**src/uph_pkg.sv**
```systemverilog
// constants and types shared by the host endpoint and power control block
package uph_pkg;
  // timing
  localparam int unsigned CLK_MHZ         = 200;
  localparam int unsigned VBUS_GLITCH_NS  = 1000;
  // longest ignored drop rounds down to whole cycles
  localparam int unsigned VBUS_GLITCH_CYC = (VBUS_GLITCH_NS * CLK_MHZ) / 1000;

  // hub routing word layout
  localparam int unsigned HUB_WORD_W   = 16;
  localparam int unsigned HUB_ADDR_LSB = 0;
  localparam int unsigned HUB_ADDR_W   = 7;
  localparam int unsigned HUB_PORT_LSB = 8;
  localparam int unsigned HUB_PORT_W   = 7;

  // endpoint zero carries every control transfer
  localparam int unsigned ENDPOINT_ZERO = 0;

  typedef enum logic [1:0] {
    endpoint_low_speed_sel,
    endpoint_full_speed_sel,
    endpoint_high_speed_sel
  } uph_speed_type;

  typedef enum logic {
    host_in_direction,
    host_out_direction
  } uph_dir_type;

  typedef enum logic {
    fault_active_low,
    fault_active_high
  } uph_fault_level_type;

  typedef enum logic [1:0] {
    fault_action_none,
    fault_action_tristate,
    fault_action_drive_low,
    fault_action_drive_high
  } uph_fault_action_type;

  typedef enum logic [1:0] {
    pwr_en_manual_low,
    pwr_en_manual_high,
    pwr_en_session_low,
    pwr_en_session_high
  } uph_pwr_mode_type;

  // reset values
  localparam uph_speed_type SPEED_RST   = endpoint_full_speed_sel;
  localparam logic          PING_EN_RST = 1'b1;
endpackage

```
**src/uph_ep_mem.sv**
```systemverilog
// routing and speed store, one entry per endpoint direction
`timescale 1ns/1ps
module uph_ep_mem #(
  parameter int unsigned NUM_EP = 8,
  parameter int unsigned EP_W   = 3
) (
  // clock
  input  wire logic                       mclk,
  // writes
  input  wire logic                       route_we,
  input  wire logic                       speed_we,
  input  wire logic [EP_W:0]              wr_idx,
  input  wire logic [uph_pkg::HUB_WORD_W-1:0] wr_route,
  input  wire uph_pkg::uph_speed_type     wr_speed,
  // software read port
  input  wire logic [EP_W:0]              a_idx,
  output      logic [uph_pkg::HUB_WORD_W-1:0] a_route,
  output      uph_pkg::uph_speed_type     a_speed,
  // scheduler read port
  input  wire logic [EP_W:0]              b_idx,
  output      logic [uph_pkg::HUB_WORD_W-1:0] b_route,
  output      uph_pkg::uph_speed_type     b_speed
);
  import uph_pkg::*;

  typedef struct packed {
    logic [2*NUM_EP-1:0][HUB_WORD_W-1:0] route;
    logic [2*NUM_EP-1:0][1:0]            speed;
    logic [HUB_WORD_W-1:0]               a_route;
    logic [1:0]                          a_speed;
    logic [HUB_WORD_W-1:0]               b_route;
    logic [1:0]                          b_speed;
  } uph_mem_type;

  uph_mem_type m_r;
  uph_mem_type m_nxt;

  // separate field enables avoid a read-modify-write
  always_comb begin
    m_nxt = m_r;
    if (route_we) begin
      m_nxt.route[wr_idx] = wr_route;
    end
    if (speed_we) begin
      m_nxt.speed[wr_idx] = wr_speed;
    end
    m_nxt.a_route = m_r.route[a_idx];
    m_nxt.a_speed = m_r.speed[a_idx];
    m_nxt.b_route = m_r.route[b_idx];
    m_nxt.b_speed = m_r.speed[b_idx];
  end

  // storage has no reset; entries are written before use
  always_ff @(posedge mclk) begin
    m_r <= m_nxt;
  end

  assign a_route = m_r.a_route;
  assign a_speed = uph_speed_type'(m_r.a_speed);
  assign b_route = m_r.b_route;
  assign b_speed = uph_speed_type'(m_r.b_speed);
endmodule // uph_ep_mem

```
**src/uph_vbus_filt.sv**
```systemverilog
// vbus glitch filter: hides short drops of the valid level
`timescale 1ns/1ps
module uph_vbus_filt (
  // clock and reset
  input  wire logic mclk,
  input  wire logic rst,
  // control and level
  input  wire logic filt_en,
  input  wire logic vbus_raw,
  output      logic vbus_ok
);
  import uph_pkg::*;

  localparam int unsigned CNT_W = $clog2(VBUS_GLITCH_CYC + 1);

  typedef struct packed {
    logic [CNT_W-1:0] cnt;
    logic             ok;
  } uph_filt_type;

  uph_filt_type f_r;
  uph_filt_type f_nxt;

  // count low cycles; with filt_en set, only a drop outlasting the window is passed on, without it any drop is
  always_comb begin
    f_nxt = f_r;
    if (vbus_raw) begin
      f_nxt.cnt = '0;
      f_nxt.ok  = 1'b1;
    end else if (!filt_en) begin
      f_nxt.ok = 1'b0;
    end else if (f_r.cnt < CNT_W'(VBUS_GLITCH_CYC)) begin
      f_nxt.cnt = f_r.cnt + CNT_W'(1);
    end else begin
      f_nxt.ok = 1'b0;
    end
  end

  always_ff @(posedge mclk) begin
    if (rst) begin
      f_r <= '0;
    end else begin
      f_r <= f_nxt;
    end
  end

  assign vbus_ok = f_r.ok;
endmodule // uph_vbus_filt

```
**src/uph_top.sv**
```systemverilog
// host endpoint routing, IN scheduling and external power control
`timescale 1ns/1ps
// Overview of operation
// - control data and status stages ping only while enabled
// - ping setting applies to endpoint zero only
// - separate IN and OUT speed per endpoint
// - hub word: address bits 0-6, port bits 8-14
// - hub word write also sets speed, low or full
// - stored hub word reads back
// - control bit forces host mode
// - fault pin level selectable
// - fault action on power enable: none, tristate, low, high
// - manual mode: software enable drives chosen level
// - session mode: active session drives chosen level
// - optional filter ignores short vbus drops
// - software set and clear switch power enable
// - fault detection has its own enable
// - IN request schedules an IN transaction
// - status clear clears exactly the masked bits
// - pending IN request can be cancelled
module uph_top #(
  parameter int unsigned NUM_EP = 8,
  parameter int unsigned EP_W   = 3,
  parameter int unsigned STAT_W = 8
) (
  // clock and reset
  input  wire logic                        mclk,
  input  wire logic                        rst,
  // role
  input  wire logic                        host_force,
  input  wire logic                        id_host,
  output      logic                        role_override_select,
  output      logic                        host_mode,
  // ping control
  input  wire logic                        ping_wr,
  input  wire logic [EP_W-1:0]             ping_ep,
  input  wire logic                        ping_val,
  output      logic                        ping_en,
  // speed control
  input  wire logic                        speed_wr,
  input  wire logic [EP_W-1:0]             speed_ep,
  input  wire uph_pkg::uph_dir_type        speed_dir,
  input  wire uph_pkg::uph_speed_type      speed_val,
  // hub routing write
  input  wire logic                        hub_wr,
  input  wire logic [EP_W-1:0]             hub_ep,
  input  wire uph_pkg::uph_dir_type        hub_dir,
  input  wire logic [uph_pkg::HUB_WORD_W-1:0] hub_word,
  input  wire logic                        hub_low_speed,
  // readback
  input  wire logic                        rd_req,
  input  wire logic [EP_W-1:0]             rd_ep,
  input  wire uph_pkg::uph_dir_type        rd_dir,
  output      logic                        rd_valid,
  output      logic [uph_pkg::HUB_WORD_W-1:0] rd_hub_word,
  output      uph_pkg::uph_speed_type      rd_speed,
  output      logic [STAT_W-1:0]           rd_status,
  // endpoint status
  input  wire logic                        stat_set,
  input  wire logic [EP_W-1:0]             stat_set_ep,
  input  wire logic [STAT_W-1:0]           stat_set_bits,
  input  wire logic                        stat_clr,
  input  wire logic [EP_W-1:0]             stat_clr_ep,
  input  wire logic [STAT_W-1:0]           stat_clr_mask,
  // IN requests
  input  wire logic                        in_req,
  input  wire logic                        in_cancel,
  input  wire logic [EP_W-1:0]             in_ep,
  output      logic [NUM_EP-1:0]           in_pending,
  // link side
  input  wire logic                        link_ready,
  input  wire logic                        link_done,
  output      logic                        tx_start,
  output      logic [EP_W-1:0]             tx_ep,
  output      uph_pkg::uph_speed_type      tx_speed,
  output      logic [uph_pkg::HUB_ADDR_W-1:0] tx_hub_addr,
  output      logic [uph_pkg::HUB_PORT_W-1:0] tx_hub_port,
  output      logic                        tx_ping,
  // power configuration
  input  wire uph_pkg::uph_fault_level_type   fault_level,
  input  wire uph_pkg::uph_fault_action_type  fault_action,
  input  wire uph_pkg::uph_pwr_mode_type      pwr_mode,
  input  wire logic                        vbus_glitch_filter_en,
  input  wire logic                        fault_det_en,
  input  wire logic                        pwr_set,
  input  wire logic                        pwr_clr,
  input  wire logic                        fault_clr,
  input  wire logic                        session_active,
  // power pins
  input  wire logic                        power_fault_input,
  input  wire logic                        vbus_valid_raw,
  output      logic                        external_power_enable_out,
  output      logic                        external_power_enable_oe,
  output      logic                        fault_status,
  output      logic                        vbus_error
);
  import uph_pkg::*;

  if (NUM_EP < 1 || NUM_EP > (1 << EP_W) || STAT_W < 1) begin : g_bad_param
    $error("uph_top: NUM_EP must fit EP_W and STAT_W must be nonzero");
  end

  typedef enum logic [1:0] {
    SCH_IDLE,
    SCH_LOOK,
    SCH_ISSUE,
    SCH_WAIT
  } uph_sched_type;

  typedef struct packed {
    logic [NUM_EP-1:0][STAT_W-1:0] stat;
    logic [NUM_EP-1:0]             pend;
    logic                          ping_en;
    logic                          sw_pwr;
    logic                          fault;
    logic                          role;
    logic                          host;
    logic                          epen;
    logic                          epen_oe;
    logic                          vbus_err;
    uph_sched_type                 st;
    logic [EP_W-1:0]               cur_ep;
    logic                          tx_start;
    logic [EP_W-1:0]               tx_ep;
    uph_speed_type                 tx_speed;
    logic [HUB_ADDR_W-1:0]         tx_hub_addr;
    logic [HUB_PORT_W-1:0]         tx_hub_port;
    logic                          tx_ping;
    logic                          rd_valid;
    logic [STAT_W-1:0]             rd_stat;
  } uph_state_type;

  uph_state_type s_r;
  uph_state_type s_nxt;

  logic [HUB_WORD_W-1:0] b_route;
  uph_speed_type         b_speed;
  logic                  vbus_ok;
  logic [EP_W:0]         wr_idx;
  logic [HUB_WORD_W-1:0] wr_route;
  uph_speed_type         wr_speed;

  // lowest numbered pending endpoint wins the link
  function automatic logic [EP_W-1:0] first_pend(input logic [NUM_EP-1:0] p);
    logic [EP_W-1:0] r;
    r = '0;
    for (int i = NUM_EP - 1; i >= 0; i--) begin
      if (p[i]) begin
        r = EP_W'(i);
      end
    end
    return r;
  endfunction

  // entry index from endpoint and direction
  function automatic logic [EP_W:0] ep_idx(input logic [EP_W-1:0] ep, input uph_dir_type d);
    return {ep, d};
  endfunction

  // routing word keeps only its address and port fields
  always_comb begin
    wr_route = '0;
    wr_route[HUB_ADDR_LSB +: HUB_ADDR_W] = hub_word[HUB_ADDR_LSB +: HUB_ADDR_W];
    wr_route[HUB_PORT_LSB +: HUB_PORT_W] = hub_word[HUB_PORT_LSB +: HUB_PORT_W];
    wr_idx   = hub_wr ? ep_idx(hub_ep, hub_dir) : ep_idx(speed_ep, speed_dir);
    // a routing write also sets speed; it wins over a same-cycle speed write
    wr_speed = hub_wr ? (hub_low_speed ? endpoint_low_speed_sel
                                       : endpoint_full_speed_sel)
                      : speed_val;
  end

  uph_ep_mem #(
    .NUM_EP (NUM_EP),
    .EP_W   (EP_W)
  ) u_mem (
    .mclk     (mclk),
    .route_we (hub_wr),
    .speed_we (hub_wr | speed_wr),
    .wr_idx   (wr_idx),
    .wr_route (wr_route),
    .wr_speed (wr_speed),
    .a_idx    (ep_idx(rd_ep, rd_dir)),
    .a_route  (rd_hub_word),
    .a_speed  (rd_speed),
    .b_idx    (ep_idx(s_r.cur_ep, host_in_direction)),
    .b_route  (b_route),
    .b_speed  (b_speed)
  );

  uph_vbus_filt u_filt (
    .mclk     (mclk),
    .rst      (rst),
    .filt_en  (vbus_glitch_filter_en),
    .vbus_raw (vbus_valid_raw),
    .vbus_ok  (vbus_ok)
  );

  // next state of the whole block
  always_comb begin
    logic fault_now;
    logic pwr_on;
    logic lvl_high;
    fault_now = 1'b0;
    pwr_on    = 1'b0;
    lvl_high  = 1'b0;
    s_nxt     = s_r;

    // role and ping control
    s_nxt.role = host_force;
    s_nxt.host = host_force | id_host;
    if (ping_wr && ping_ep == EP_W'(ENDPOINT_ZERO)) begin
      s_nxt.ping_en = ping_val;
    end

    // status: clear by mask, then a same-cycle set wins
    for (int e = 0; e < NUM_EP; e++) begin
      if (stat_clr && stat_clr_ep == EP_W'(e)) begin
        s_nxt.stat[e] = s_r.stat[e] & ~stat_clr_mask;
      end
      if (stat_set && stat_set_ep == EP_W'(e)) begin
        s_nxt.stat[e] = s_nxt.stat[e] | stat_set_bits;
      end
    end
    s_nxt.rd_valid = rd_req;
    s_nxt.rd_stat  = s_r.stat[rd_ep];

    // pending requests: cancel first, new request wins
    if (in_cancel) begin
      s_nxt.pend[in_ep] = 1'b0;
    end

    // scheduler
    s_nxt.tx_start = 1'b0;
    case (s_r.st)
      SCH_IDLE: begin
        // wait for host mode
        if (s_r.host && link_ready && |s_nxt.pend) begin
          s_nxt.cur_ep = first_pend(s_nxt.pend);
          s_nxt.st     = SCH_LOOK;
        end
      end
      SCH_LOOK: begin
        s_nxt.st = SCH_ISSUE;
      end
      SCH_ISSUE: begin
        // a cancel during lookup drops the transaction
        if (!s_nxt.pend[s_r.cur_ep]) begin
          s_nxt.st = SCH_IDLE;
        end else begin
          s_nxt.pend[s_r.cur_ep] = 1'b0;
          s_nxt.tx_start    = 1'b1;
          s_nxt.tx_ep       = s_r.cur_ep;
          s_nxt.tx_speed    = b_speed;
          s_nxt.tx_hub_addr = b_route[HUB_ADDR_LSB +: HUB_ADDR_W];
          s_nxt.tx_hub_port = b_route[HUB_PORT_LSB +: HUB_PORT_W];
          // ping: endpoint zero at high speed only
          s_nxt.tx_ping     = s_r.ping_en && b_speed == endpoint_high_speed_sel
                              && s_r.cur_ep == EP_W'(ENDPOINT_ZERO);
          s_nxt.st          = SCH_WAIT;
        end
      end
      SCH_WAIT: begin
        if (link_done) begin
          s_nxt.st = SCH_IDLE;
        end
      end
      default: begin
        s_nxt.st = SCH_IDLE;
      end
    endcase
    if (in_req) begin
      s_nxt.pend[in_ep] = 1'b1;
    end

    // software power switch; set wins over clear
    if (pwr_clr) begin
      s_nxt.sw_pwr = 1'b0;
    end
    if (pwr_set) begin
      s_nxt.sw_pwr = 1'b1;
    end

    // fault at the selected level, when enabled
    fault_now = fault_det_en &&
                (power_fault_input == (fault_level == fault_active_high));
    if (!fault_det_en) begin
      s_nxt.fault = 1'b0;
    end else if (fault_now) begin
      s_nxt.fault = 1'b1;
    end else if (fault_clr) begin
      s_nxt.fault = 1'b0;
    end

    // power enable source and level
    case (pwr_mode)
      pwr_en_manual_low: begin
        pwr_on   = s_r.sw_pwr;
        lvl_high = 1'b0;
      end
      pwr_en_manual_high: begin
        pwr_on   = s_r.sw_pwr;
        lvl_high = 1'b1;
      end
      pwr_en_session_low: begin
        pwr_on   = session_active;
        lvl_high = 1'b0;
      end
      default: begin
        pwr_on   = session_active;
        lvl_high = 1'b1;
      end
    endcase
    s_nxt.epen    = pwr_on ? lvl_high : ~lvl_high;
    s_nxt.epen_oe = 1'b1;

    // fault applies the selected action to the pin
    if (s_nxt.fault) begin
      case (fault_action)
        fault_action_tristate: begin
          s_nxt.epen_oe = 1'b0;
        end
        fault_action_drive_low: begin
          s_nxt.epen = 1'b0;
        end
        fault_action_drive_high: begin
          s_nxt.epen = 1'b1;
        end
        default: begin
        end
      endcase
    end

    // vbus error only while power on
    s_nxt.vbus_err = pwr_on && !vbus_ok;
  end

  always_ff @(posedge mclk) begin
    if (rst) begin
      s_r         <= '0;
      s_r.ping_en <= PING_EN_RST;
      s_r.st      <= SCH_IDLE;
      s_r.tx_speed <= SPEED_RST;
      s_r.epen    <= 1'b1;
      s_r.epen_oe <= 1'b1;
    end else begin
      s_r <= s_nxt;
    end
  end

  // outputs straight from the state register
  assign role_override_select = s_r.role;
  assign host_mode = s_r.host;
  assign ping_en = s_r.ping_en;
  assign rd_valid = s_r.rd_valid;
  assign rd_status = s_r.rd_stat;
  assign in_pending = s_r.pend;
  assign tx_start = s_r.tx_start;
  assign tx_ep = s_r.tx_ep;
  assign tx_speed = s_r.tx_speed;
  assign tx_hub_addr = s_r.tx_hub_addr;
  assign tx_hub_port = s_r.tx_hub_port;
  assign tx_ping = s_r.tx_ping;
  assign external_power_enable_out = s_r.epen;
  assign external_power_enable_oe = s_r.epen_oe;
  assign fault_status = s_r.fault;
  assign vbus_error = s_r.vbus_err;
endmodule // uph_top

```
**config.mk**
```make
export PLATFORM = sky130hd
export DESIGN_NAME = uph_top
export DESIGN_NICKNAME = d
export VERILOG_FILES = /design/src/uph_pkg.sv /design/src/uph_ep_mem.sv /design/src/uph_vbus_filt.sv /design/src/uph_top.sv
export SDC_FILE = /design/constraint.sdc
export NUM_CORES = 1
export LEC_CHECK = 0
export BUFFER_PORTS_ARGS = -buffer_cell sky130_fd_sc_hd__buf_2
export CAP_MARGIN = 40
export CORE_UTILIZATION = 54
export CTS_CLUSTER_DIAMETER = 60
export DETAILED_ROUTE_END_ITERATION = 10
export GPL_TIMING_DRIVEN = 0
export PLACE_DENSITY = 0.73
export SYNTH_ARGS = -nofsm -noshare
export SYNTH_HDL_FRONTEND = slang
export SYNTH_SLANG_ARGS = --single-unit
```
**constraint.sdc**
```tcl
create_clock -name mclk -period 2 [get_ports mclk]
set_input_delay 0.3 -clock mclk [delete_from_list [all_inputs] [get_ports mclk]]
set_output_delay 0.3 -clock mclk [all_outputs]
set_load 0.02 [all_outputs]
```
==> impl_results.rst, run 1 <==
.. list-table::
   :header-rows: 1

   * - Metric
     - Value
   * - Buffer cell driving the clock tree root
     - sky130_fd_sc_hd__clkbuf_16
   * - Port buffer count
     - 123
   * - P per Cell Area
     - 918 nW/um^2
   * - Largest net degree at the start of global routing
     - 17
   * - Relative slew slack
     - 42.5%
   * - Bufs on Longest Clock Path
     - 3
   * - Yosys warning total
     - 0
   * - GR Overflow Total
     - 0
   * - Endpoint kind of the worst setup timing path
     - flip-flop
   * - Number of DRC violations after detailed-routing iteration 0
     - 1819
   * - Sink Count
     - 412
   * - TritonCTS clock tree
     - built
   * - Maximum vdd ir drop
     - 0.00101 V
   * - Max-capacitance violation count
     - 0
   * - First-pass GRT wire length
     - 72.3 mm
   * - Worst hold slack after final layout
     - 47.2 ps
   * - CTS H-tree lvls
     - 2
   * - Effective utilization at floorplan
     - 55.0%
   * - Synth unique cells
     - 70
   * - Actual slew at the worst max-slew pin
     - 839 ps
   * - Final number of hold-violating endpoints
     - 0
   * - Outcome
     - complete, but fails checks
   * - Routed length per instance
     - 25.6 um
   * - Worst Slack Setup Final
     - -1.07 ps
   * - Length of the first detailed-routing pass in iterations
     - 5
   * - CTS buffer count
     - 43
   * - Synthesized instance count
     - 1247
   * - Type of the worst min-delay path
     - in2reg
   * - Syn-to-layout area delta
     - 18.4%
   * - Share of async-settable or async-resettable flops after synthesis
     - 0%
   * - Portion of the post-synthesis area used by sequential elements
     - 62.1%
   * - Critical path class
     - reg2reg
   * - Vert. Die Dim
     - 181 um
   * - Synthesized area per cell
     - 13.9 sq um
   * - Number of enable flip-flop cells after synthesis
     - 256
   * - Post-Syn Area
     - 17400 sq um
   * - Cell-internal power
     - 0.0146 W
   * - Total Routing Usage GR
     - 29.8%
   * - Sw power
     - 0.00431 W
   * - Fin. max-slew vios
     - 0
   * - Violations in the final reports
     - negative setup slack
   * - Final setup violation count
     - 1
   * - Main synth FF type
     - sky130_fd_sc_hd__edfxtp_1
   * - Arrival time at the worst endpoint
     - 2390 ps
   * - Number of vias per cell after detailed routing
     - 6.34
   * - Post-route non-filler standard cell count
     - 1898
   * - Via count of the first global-routing pass
     - 12000
   * - Detailed placement HPWL
     - 33.0 mm
   * - Full die area
     - 32900 sq um
   * - Residual DRC
     - 0
   * - Post-route standard cell area excluding fillers
     - 20600 sq um
   * - Top cell type's share of synthesized area
     - 44.2%
   * - # placed instances
     - 1802
   * - Required time worst endpoint
     - 2390 ps
   * - Number of fill cells
     - 2283
   * - Sequential Power Share
     - 49.6%
   * - Most frequent standard cell in the layout excluding fill and tap cells
     - sky130_fd_sc_hd__edfxtp_1
   * - Top area cells in the synthesized netlist
     - sky130_fd_sc_hd__edfxtp_1 (44%), sky130_fd_sc_hd__dfxtp_1 (18%), sky130_fd_sc_hd__mux4_2 (13%), sky130_fd_sc_hd__nor2_1 (3.3%), sky130_fd_sc_hd__a22oi_1 (3.2%)
   * - Flip-flop and latch count after synthesis
     - 412
   * - Final period util
     - 100%
   * - Clk slew on worst S/H paths
     - 60 ps
   * - Total detailed-routing wirelength
     - 48.5 mm
   * - Die X
     - 181 um
   * - Share of post-route cells with drive strength above 1
     - 31.7%
   * - Combinational share of power
     - 8.3%
   * - F_max
     - 500 MHz
   * - Cell area after placement
     - 18900 sq um
   * - Num ports
     - 150
   * - Max FO, Critical Path
     - 9
   * - Post-synthesis cell type with the largest combined area
     - sky130_fd_sc_hd__edfxtp_1
   * - Worst Skew
     - 20.3 ps
   * - Min Tclk post-route
     - 2000 ps
   * - Number of antenna violations at the first check in global routing
     - 3
   * - Floorplan row count
     - 65
   * - Nets
     - 1547
   * - Switching fraction of total power
     - 22.8%
   * - Cell leakage power
     - 7.29 nW
   * - Weighted congestion reported at the end of routability-driven placement
     - 0.919
   * - Placeable Area
     - 31600 sq um
   * - Category of the worst setup path launch point
     - flip-flop
   * - Worst skew pair latency
     - 540 ps
   * - Fraction of power consumed by the clock network
     - 42.0%
   * - Number of nets with antenna violations after detailed routing
     - 0
   * - Most used cells in the layout excluding fill and tap cells
     - sky130_fd_sc_hd__edfxtp_1 (256), sky130_fd_sc_hd__dfxtp_1 (154), sky130_fd_sc_hd__buf_2 (146)
   * - Total vias in the final route
     - 12000
[layout make-up]
cell class	instances	area, sq um	area share (%)
antenna	2	5.00	0.0243
buffer	130	805	3.91
clock buffer	62	1270	6.16
clock inverter	18	158	0.766
inverter	14	53.8	0.261
multi-input combinational	692	5890	28.6
sequential	412	10800	52.5
tap	402	503	2.44
timing repair buffer	166	1090	5.30
[power by group through the flow]
stage	registers (W)	logic (W)	clock network, W
final	0.00938	0.00158	0.00795
after CTS	0.00938	0.00154	0.00801
after detailed placement	0.00956	0.00151	0
after global routing	0.00940	0.00166	0.00834
after floorplan	0.00953	0.000927	0
after global placement	0.00954	0.00143	0
[state kept, by name, indices dropped and copies added, names as in the netlist, 2 cells and up]
signal and cells:
in_pending 8, rd_status 8, s_r 70, tx_ep 3, tx_hub_addr 7, tx_hub_port 7, tx_speed 2, u_filt.f_r 8
u_mem.a_route 14, u_mem.a_speed 2, u_mem.b_route 14, u_mem.b_speed 2, u_mem.m_r 256
[repair_timing]
action,4_1_cts,5_1_grt
pin swaps,2,2
gates resized for setup,37,11
cloned,0,0
endpoints found under the hold margin,7,0
buffers inserted,1,4
hold buffers,9,0
endpoints found under the setup margin,48,27
[cells in the mapped netlist, types with 14 or more instances]
master,number
sky130_fd_sc_hd__edfxtp_1,256
sky130_fd_sc_hd__dfxtp_1,156
sky130_fd_sc_hd__nor2_1,153
sky130_fd_sc_hd__nand2_1,132
sky130_fd_sc_hd__mux4_2,103
sky130_fd_sc_hd__a22oi_1,74
sky130_fd_sc_hd__buf_4,55
sky130_fd_sc_hd__mux2i_1,37
sky130_fd_sc_hd__clkbuf_1,29
sky130_fd_sc_hd__buf_1,22
sky130_fd_sc_hd__buf_2,21
sky130_fd_sc_hd__mux2_2,17
sky130_fd_sc_hd__o21ai_0,14
[per-stage QoR]
step	total power, W	utilization [%]	setup slack (ps)	TNS, ps
2_1_floorplan	0.0105	-	83.6	0
3_3_place_gp	0.0110	58.5	-1090	-218790
3_5_place_dp	0.0111	59.8	-773	-42690
4_1_cts	0.0189	64.9	10.1	0
5_1_grt	0.0194	65.1	-41.7	-243
6_report	0.0189	65.1	-1.07	-1.07
[cells by family after synthesis]
group	after synthesis	synth area share, %
flops	412	62.1
simple gates	348	8.52
compound gates	177	7.70
mux	157	16.6
buf+inv	144	4.62
xor+xnor	7	0.352
fa+ha+maj	1	0.0719
other cells	1	0.0216
[path summary, 6_finish.rpt]
check                  from          endpoint  slack (ps)  depth (start not counted)
max                 s_r[31]  u_mem.b_route[9]          -1                          5
min               link_done           s_r[34]          50                          4
max reg2reg         s_r[31]  u_mem.b_route[9]          -1                          5
min reg2reg  u_filt.vbus_ok        vbus_error         430                          1
[layer usage]
metal  global-route usage (%)  up-vias  wire [um]
li1                         -     5136          -
met1                     39.3     5933      18500
met2                     48.5      815      23000
met3                     5.48      143       4890
met4                     13.3        0       2120
met5                        0        -          0
[worst max-delay path, cell delays in order, from the launching register on]
cell and delay (ps):
sky130_fd_sc_hd__dfxtp_2 370, sky130_fd_sc_hd__clkbuf_1 130, sky130_fd_sc_hd__buf_6 180, sky130_fd_sc_hd__nor2_1 550, sky130_fd_sc_hd__a221oi_1 230, sky130_fd_sc_hd__o21ai_0 390
No activity file was read; power rests on OpenSTA's default activity.
==> run 2, diff against run 1 <==
REMOVE_ABC_BUFFERS = 1   (was not set)
==> impl_results.rst, run 2 (same netlist as run 1, synthesis figures left out) <==
.. list-table::
   :header-rows: 1

   * - Metric
     - Value
   * - Relative slew slack
     - 36.2%
   * - Largest registers
     - u_mem.m_r x256, s_r x70
   * - Weighted congestion reported at the end of routability-driven placement
     - 0.845
   * - Max FO, Critical Path
     - 8
   * - Highest metal layer with signal wires
     - met5
   * - Detail Route met3 WL
     - 4.17 mm
   * - Max-capacitance violation count
     - 0
   * - Floorplan row count
     - 65
   * - Critical path class
     - reg2reg
   * - Cell area after placement
     - 18500 sq um
   * - F_max
     - 468 MHz
   * - Actual slew at the worst max-slew pin
     - 954 ps
   * - Syn-to-layout area delta
     - 17.1%
   * - Cell leakage power
     - 7.08 nW
   * - Final period util
     - 107%
   * - Port buffer count
     - 145
   * - Combinational share of power
     - 8.0%
   * - # placed instances
     - 1702
   * - Largest net degree at the start of global routing
     - 62
   * - Num ports
     - 150
   * - Count of cells along the worst register-to-register path
     - 8
   * - Die X
     - 181 um
   * - Setup WS pre-CTS
     - -1470 ps
   * - Nets
     - 1474
   * - Post-route standard cell area excluding fillers
     - 20400 sq um
   * - Via count of the first global-routing pass
     - 11200
   * - Number of DRC violations after detailed-routing iteration 0
     - 1269
   * - Endpoint kind of the worst setup timing path
     - flip-flop
   * - Type of the worst min-delay path
     - in2reg
   * - Diodes inserted
     - 0
   * - Clk slew on worst S/H paths
     - 60 ps
   * - Crit. Startpoint
     - s_r[30]
   * - Full die area
     - 32900 sq um
   * - Min Tclk post-route
     - 2140 ps
   * - Worst skew pair latency
     - 540 ps
   * - Setup TNS
     - -1180 ps
   * - Launch instance of the worst min-delay path
     - pwr_clr
   * - Number of vias per cell after detailed routing
     - 6.40
   * - Endpoint of the most critical register-to-register path
     - in_pending[7]
   * - Number of nets with antenna violations after detailed routing
     - 0
   * - Number of antenna violations at the first check in global routing
     - 1
   * - Reg2reg setup slack
     - -140 ps
   * - Total detailed-routing wirelength
     - 45.8 mm
   * - Fraction of power consumed by the clock network
     - 41.8%
   * - Cell-internal power
     - 0.0144 W
   * - Final number of hold-violating endpoints
     - 0
   * - Violations in the final reports
     - negative setup slack
   * - M1 wire length
     - 17.7 mm
   * - Sequential Power Share
     - 50.3%
   * - Effective utilization at floorplan
     - 55.0%
   * - TritonCTS clock tree
     - built
   * - Final setup violation count
     - 27
   * - Largest register FFs
     - 256
   * - Share of post-route cells with drive strength above 1
     - 31.4%
   * - Sw power
     - 0.00424 W
   * - Fin. max-slew vios
     - 0
   * - Placeable Area
     - 31600 sq um
   * - Sink Count
     - 412
   * - First-pass GRT wire length
     - 68.0 mm
   * - CTS buffer count
     - 42
   * - Total Routing Usage GR
     - 27.7%
   * - Arrival time at the worst endpoint
     - 2550 ps
   * - Length of the first detailed-routing pass in iterations
     - 6
   * - Timing endpoint of the critical path
     - in_pending[7]
   * - Category of the worst setup path launch point
     - flip-flop
   * - Most frequent standard cell in the layout excluding fill and tap cells
     - sky130_fd_sc_hd__edfxtp_1
   * - Total vias in the final route
     - 11700
   * - Bufs on Longest Clock Path
     - 3
   * - GR Overflow Total
     - 0
   * - Detailed placement HPWL
     - 28.9 mm
   * - Reg2Reg Launch Point
     - s_r[30]
   * - CTS H-tree lvls
     - 2
   * - Vert. Die Dim
     - 181 um
   * - Outcome
     - complete, but fails checks
   * - Worst Skew
     - 20.8 ps
   * - Unrepaired setup endpoints after global routing
     - yes
   * - Residual DRC
     - 0
   * - Routed length per instance
     - 25.1 um
   * - Required time worst endpoint
     - 2410 ps
   * - Post-route non-filler standard cell count
     - 1821
   * - Most used cells in the layout excluding fill and tap cells
     - sky130_fd_sc_hd__edfxtp_1 (256), sky130_fd_sc_hd__dfxtp_1 (153), sky130_fd_sc_hd__buf_2 (146)
   * - Switching fraction of total power
     - 22.7%
   * - Maximum vdd ir drop
     - 0.000738 V
   * - P per Cell Area
     - 915 nW/um^2
   * - Largest reg by FF count
     - u_mem.m_r
   * - Buffer cell driving the clock tree root
     - sky130_fd_sc_hd__clkbuf_16
   * - Worst Slack Setup Final
     - -135 ps
   * - Met2 routed WL
     - 22.0 mm
## run 2: cell types whose count changed in the layout (fill, tap and decap cells not counted), moves of 3 or more
| cell | previous run | this run |
|---|---|---|
| sky130_fd_sc_hd__buf_4 | 66 | 38 |
| sky130_fd_sc_hd__clkbuf_1 | 30 | 9 |
| sky130_fd_sc_hd__buf_1 | 19 | 0 |
| sky130_fd_sc_hd__buf_6 | 8 | 1 |
| sky130_fd_sc_hd__buf_16 | 0 | 5 |
| sky130_fd_sc_hd__clkbuf_2 | 5 | 0 |
| sky130_fd_sc_hd__buf_12 | 2 | 6 |
| sky130_fd_sc_hd__clkinvlp_4 | 0 | 3 |
| sky130_fd_sc_hd__dfxtp_4 | 0 | 3 |
## run 2: per-stage QoR
step / util [%] / hold slack, ps / total power, W
6_report: 64.4 / 57.7 / 0.0186
5_1_grt: 64.4 / 58.3 / 0.0192
4_1_cts: 64.1 / 38.2 / 0.0187
3_5_place_dp: 58.4 / 414 / 0.0109
3_3_place_gp: 56.5 / 410 / 0.0108
2_1_floorplan: - / 369 / 0.0102
## run 2: cell type report
cell class	count	area, sq um
Clock buffer	63	1260
Multi-Input combinational cell	692	5920
Sequential cell	412	10800
Fill cell	2216	11300
Tap cell	402	503
Timing Repair Buffer	224	1670
Clock inverter	14	124
Inverter	14	61.3
## run 2: how the worst min path moves through the flow
| stage | cells after the start | end |
|---|---|---|
| after floorplan | 1 | s_r[34] |
| after global placement | 1 | vbus_error |
| after detailed placement | 1 | vbus_error |
| after CTS | 4 | s_r[34] |
| after global routing | 4 | s_r[34] |
| final | 4 | s_r[41] |
## run 2: power by group through the flow
stage               Sequential [W]  Clock (W)  Combinational, W
global placement           0.00957          0           0.00128
finish                     0.00937    0.00778           0.00148
floorplan                  0.00961          0          0.000608
detailed placement         0.00956          0           0.00138
CTS                        0.00937    0.00788           0.00146
global route               0.00939    0.00821           0.00157
## run 2: routing by layer
layer	GRT usage (%)	up-vias
met3	5.29	141
met2	44.8	736
met1	36.6	5787
met5	0	-
met4	12.0	2
li1	-	4990
## run 2: critical path, cell delays in order (launching register included)
cell                         delay (ps)
sky130_fd_sc_hd__dfxtp_4            420
sky130_fd_sc_hd__buf_16             150
sky130_fd_sc_hd__clkinvlp_4         180
sky130_fd_sc_hd__nor3_4             290
sky130_fd_sc_hd__a2111oi_4          130
sky130_fd_sc_hd__buf_4              170
sky130_fd_sc_hd__buf_4              170
sky130_fd_sc_hd__nor4b_2            160
sky130_fd_sc_hd__o32ai_1            350
## run 2: repair_timing
| item | CTS | global route |
|---|---|---|
| buffers inserted | 28 | 4 |
| hold buffers | 9 | 0 |
| gates resized for setup | 23 | 7 |
| cloned | 1 | 0 |
| hold endpoints to repair | 7 | 0 |
| endpoints found under the setup margin | 45 | 32 |
| pin swaps | 4 | 2 |
==> run 3, diff against run 2 <==
ABC_AREA = 0   (was not set)
ABC_CLOCK_PERIOD_IN_PS = 2000   (was not set)
CORE_MARGIN = 2   (was not set)
==> impl_results.rst, run 3 (same netlist as run 1, synthesis figures left out) <==
.. list-table::
   :header-rows: 1

   * - Metric
     - Value
   * - Outcome
     - complete, but fails checks
   * - Violations in the final reports
     - negative setup slack
   * - Effective utilization at floorplan
     - 55.0%
   * - Type of the worst min-delay path
     - in2reg
   * - Residual DRC
     - 0
   * - Category of the worst setup path launch point
     - flip-flop
   * - Die X
     - 183 um
   * - Post-layout util
     - 64.1%
   * - # placed instances
     - 1699
   * - Ordered cell list for the critical path
     - buf_6, buf_4, nor3_4, a2111oi_4, buf_4, o211a_4, buf_16, mux2i_2
   * - Number of DRC violations after detailed-routing iteration 0
     - 1088
   * - Final number of hold-violating endpoints
     - 0
   * - Required time worst endpoint
     - 2450 ps
   * - CTS buffer count
     - 42
   * - Largest register FFs
     - 256
   * - TritonCTS clock tree
     - built
   * - Worst Skew
     - 18.6 ps
   * - Final period util
     - 102%
   * - Largest reg by FF count
     - u_mem.m_r
   * - Via count of the first global-routing pass
     - 11200
   * - Most used cell, CP
     - sky130_fd_sc_hd__buf_4
   * - Clk slew on worst S/H paths
     - 60 ps
   * - First-pass GRT wire length
     - 67.8 mm
   * - Delay contributed by the slowest stage of the critical path
     - 390 ps
   * - Placeable Area
     - 31600 sq um
   * - Most used cells in the layout excluding fill and tap cells
     - sky130_fd_sc_hd__edfxtp_1 (256), sky130_fd_sc_hd__dfxtp_1 (153), sky130_fd_sc_hd__buf_2 (146)
   * - Weighted congestion reported at the end of routability-driven placement
     - 0.827
   * - GR Overflow Total
     - 0
   * - Bufs on Longest Clock Path
     - 3
   * - Endpoint kind of the worst setup timing path
     - flip-flop
   * - Setup WS pre-CTS
     - -1360 ps
   * - Buffer cell driving the clock tree root
     - sky130_fd_sc_hd__clkbuf_16
   * - Nets
     - 1468
   * - Power, Total
     - 0.0183 W
   * - Largest registers
     - u_mem.m_r x256, s_r x70
   * - Length of the first detailed-routing pass in iterations
     - 5
   * - Number of vias per cell after detailed routing
     - 6.36
   * - Critical path class
     - reg2reg
   * - Total vias in the final route
     - 11500
   * - Min Tclk post-route
     - 2040 ps
   * - Relative slew slack
     - 37.0%
   * - Buf+Inv Stages, Crit Path
     - 4
   * - Total Routing Usage GR
     - 27.2%
   * - CTS H-tree lvls
     - 2
   * - Vert. Die Dim
     - 183 um
   * - Sink Count
     - 412
   * - Crit path max-delay family
     - buffers and inverters
   * - Number of nets with antenna violations after detailed routing
     - 0
   * - Max-capacitance violation count
     - 0
   * - Worst skew pair latency
     - 550 ps
   * - Arrival time at the worst endpoint
     - 2490 ps
   * - Fin. max-slew vios
     - 0
   * - Syn-to-layout area delta
     - 16.6%
   * - Largest net degree at the start of global routing
     - 71
   * - Floorplan row count
     - 65
   * - Final setup violation count
     - 6
   * - Post-route non-filler standard cell count
     - 1815
   * - P per Cell Area
     - 901 nW/um^2
   * - Crit path max-delay cell type
     - sky130_fd_sc_hd__dfxtp_4
   * - Port buffer count
     - 145
   * - Diodes inserted
     - 0
   * - Full die area
     - 33700 sq um
   * - Num ports
     - 150
   * - Routed length per instance
     - 25.4 um
   * - Cell leakage power
     - 7.05 nW
   * - Worst Slack Setup Final
     - -39.6 ps
   * - F_max
     - 490 MHz
   * - Maximum vdd ir drop
     - 0.000734 V
   * - Unrepaired setup endpoints after global routing
     - yes
   * - Actual slew at the worst max-slew pin
     - 941 ps
   * - Total detailed-routing wirelength
     - 46.1 mm
   * - Share of post-route cells with drive strength above 1
     - 31.1%
   * - Detailed placement HPWL
     - 29.0 mm
   * - Max FO, Critical Path
     - 7
   * - Most frequent standard cell in the layout excluding fill and tap cells
     - sky130_fd_sc_hd__edfxtp_1
   * - Number of antenna violations at the first check in global routing
     - 1
## run 3: changes by cell type in the layout (fill, tap and decap cells not counted), moves of 2 or more
cell	before	now
sky130_fd_sc_hd__buf_16	5	7
sky130_fd_sc_hd__buf_4	38	30
sky130_fd_sc_hd__buf_6	1	3
sky130_fd_sc_hd__clkbuf_2	0	2
sky130_fd_sc_hd__clkbuf_8	11	7
sky130_fd_sc_hd__nor2_2	18	20
sky130_fd_sc_hd__clkinv_2	7	11
sky130_fd_sc_hd__clkbuf_16	43	45
sky130_fd_sc_hd__buf_8	17	14
## run 3: power by group
part | switching [W] | internal, W | total [W] | leakage (nW)
logic | 0.000867 | 0.000616 | 0.00148 | 2.82
registers | 0.000105 | 0.00927 | 0.00937 | 3.57
clock network | 0.00318 | 0.00423 | 0.00741 | 0.655
## run 3: layout make-up
type / count / area, sq um
Clock buffer: 62 / 1220
Fill cell: 2236 / 11300
Tap cell: 402 / 503
Timing Repair Buffer: 218 / 1690
Clock inverter: 15 / 83.8
Inverter: 14 / 61.3
Multi-Input combinational cell: 692 / 5910
Sequential cell: 412 / 10800
## run 3: tightest hold or removal path: stages
cell                      delay [ps]
sky130_fd_sc_hd__buf_2           100
sky130_fd_sc_hd__inv_1            40
sky130_fd_sc_hd__a21oi_1          60
sky130_fd_sc_hd__nor2_1           70
## run 3: routing by layer
| metal | vias up | track usage [%] | routed length [um] |
|---|---|---|---|
| li1 | 4972 | - | - |
| met1 | 5794 | 35.1 | 17700 |
| met2 | 656 | 46.4 | 22900 |
| met3 | 124 | 4.87 | 4000 |
| met4 | 2 | 9.79 | 1460 |
| met5 | - | 0 | 13 |
## run 3: timing repair
action,4_1_cts,5_1_grt
hold buffers,9,0
cloned,1,2
pin swaps,2,3
buffers inserted,19,7
hold endpoints to repair,7,0
endpoints found under the setup margin,45,31
resized for setup,18,10
## run 3: final timing paths
kind,end,slack [ps],cells after the start,startpoint
max reg2reg,tx_speed[0],-40,8,s_r[31]
min,s_r[41],70,4,pwr_clr
max,tx_speed[0],-40,8,s_r[31]
min reg2reg,vbus_error,420,1,u_filt.vbus_ok
## run 3: per-stage QoR
step / cell area [sq um] / TNS, ps / hold slack [ps]
final: 20300 / -84.7 / 67.8
after global routing: 20300 / -1070 / 69.7
after CTS: 20100 / -16.6 / 55.7
after detailed placement: 18500 / -54210 / 413
after global placement: 17900 / -349460 / 414
after floorplan: 16600 / -38250 / 369
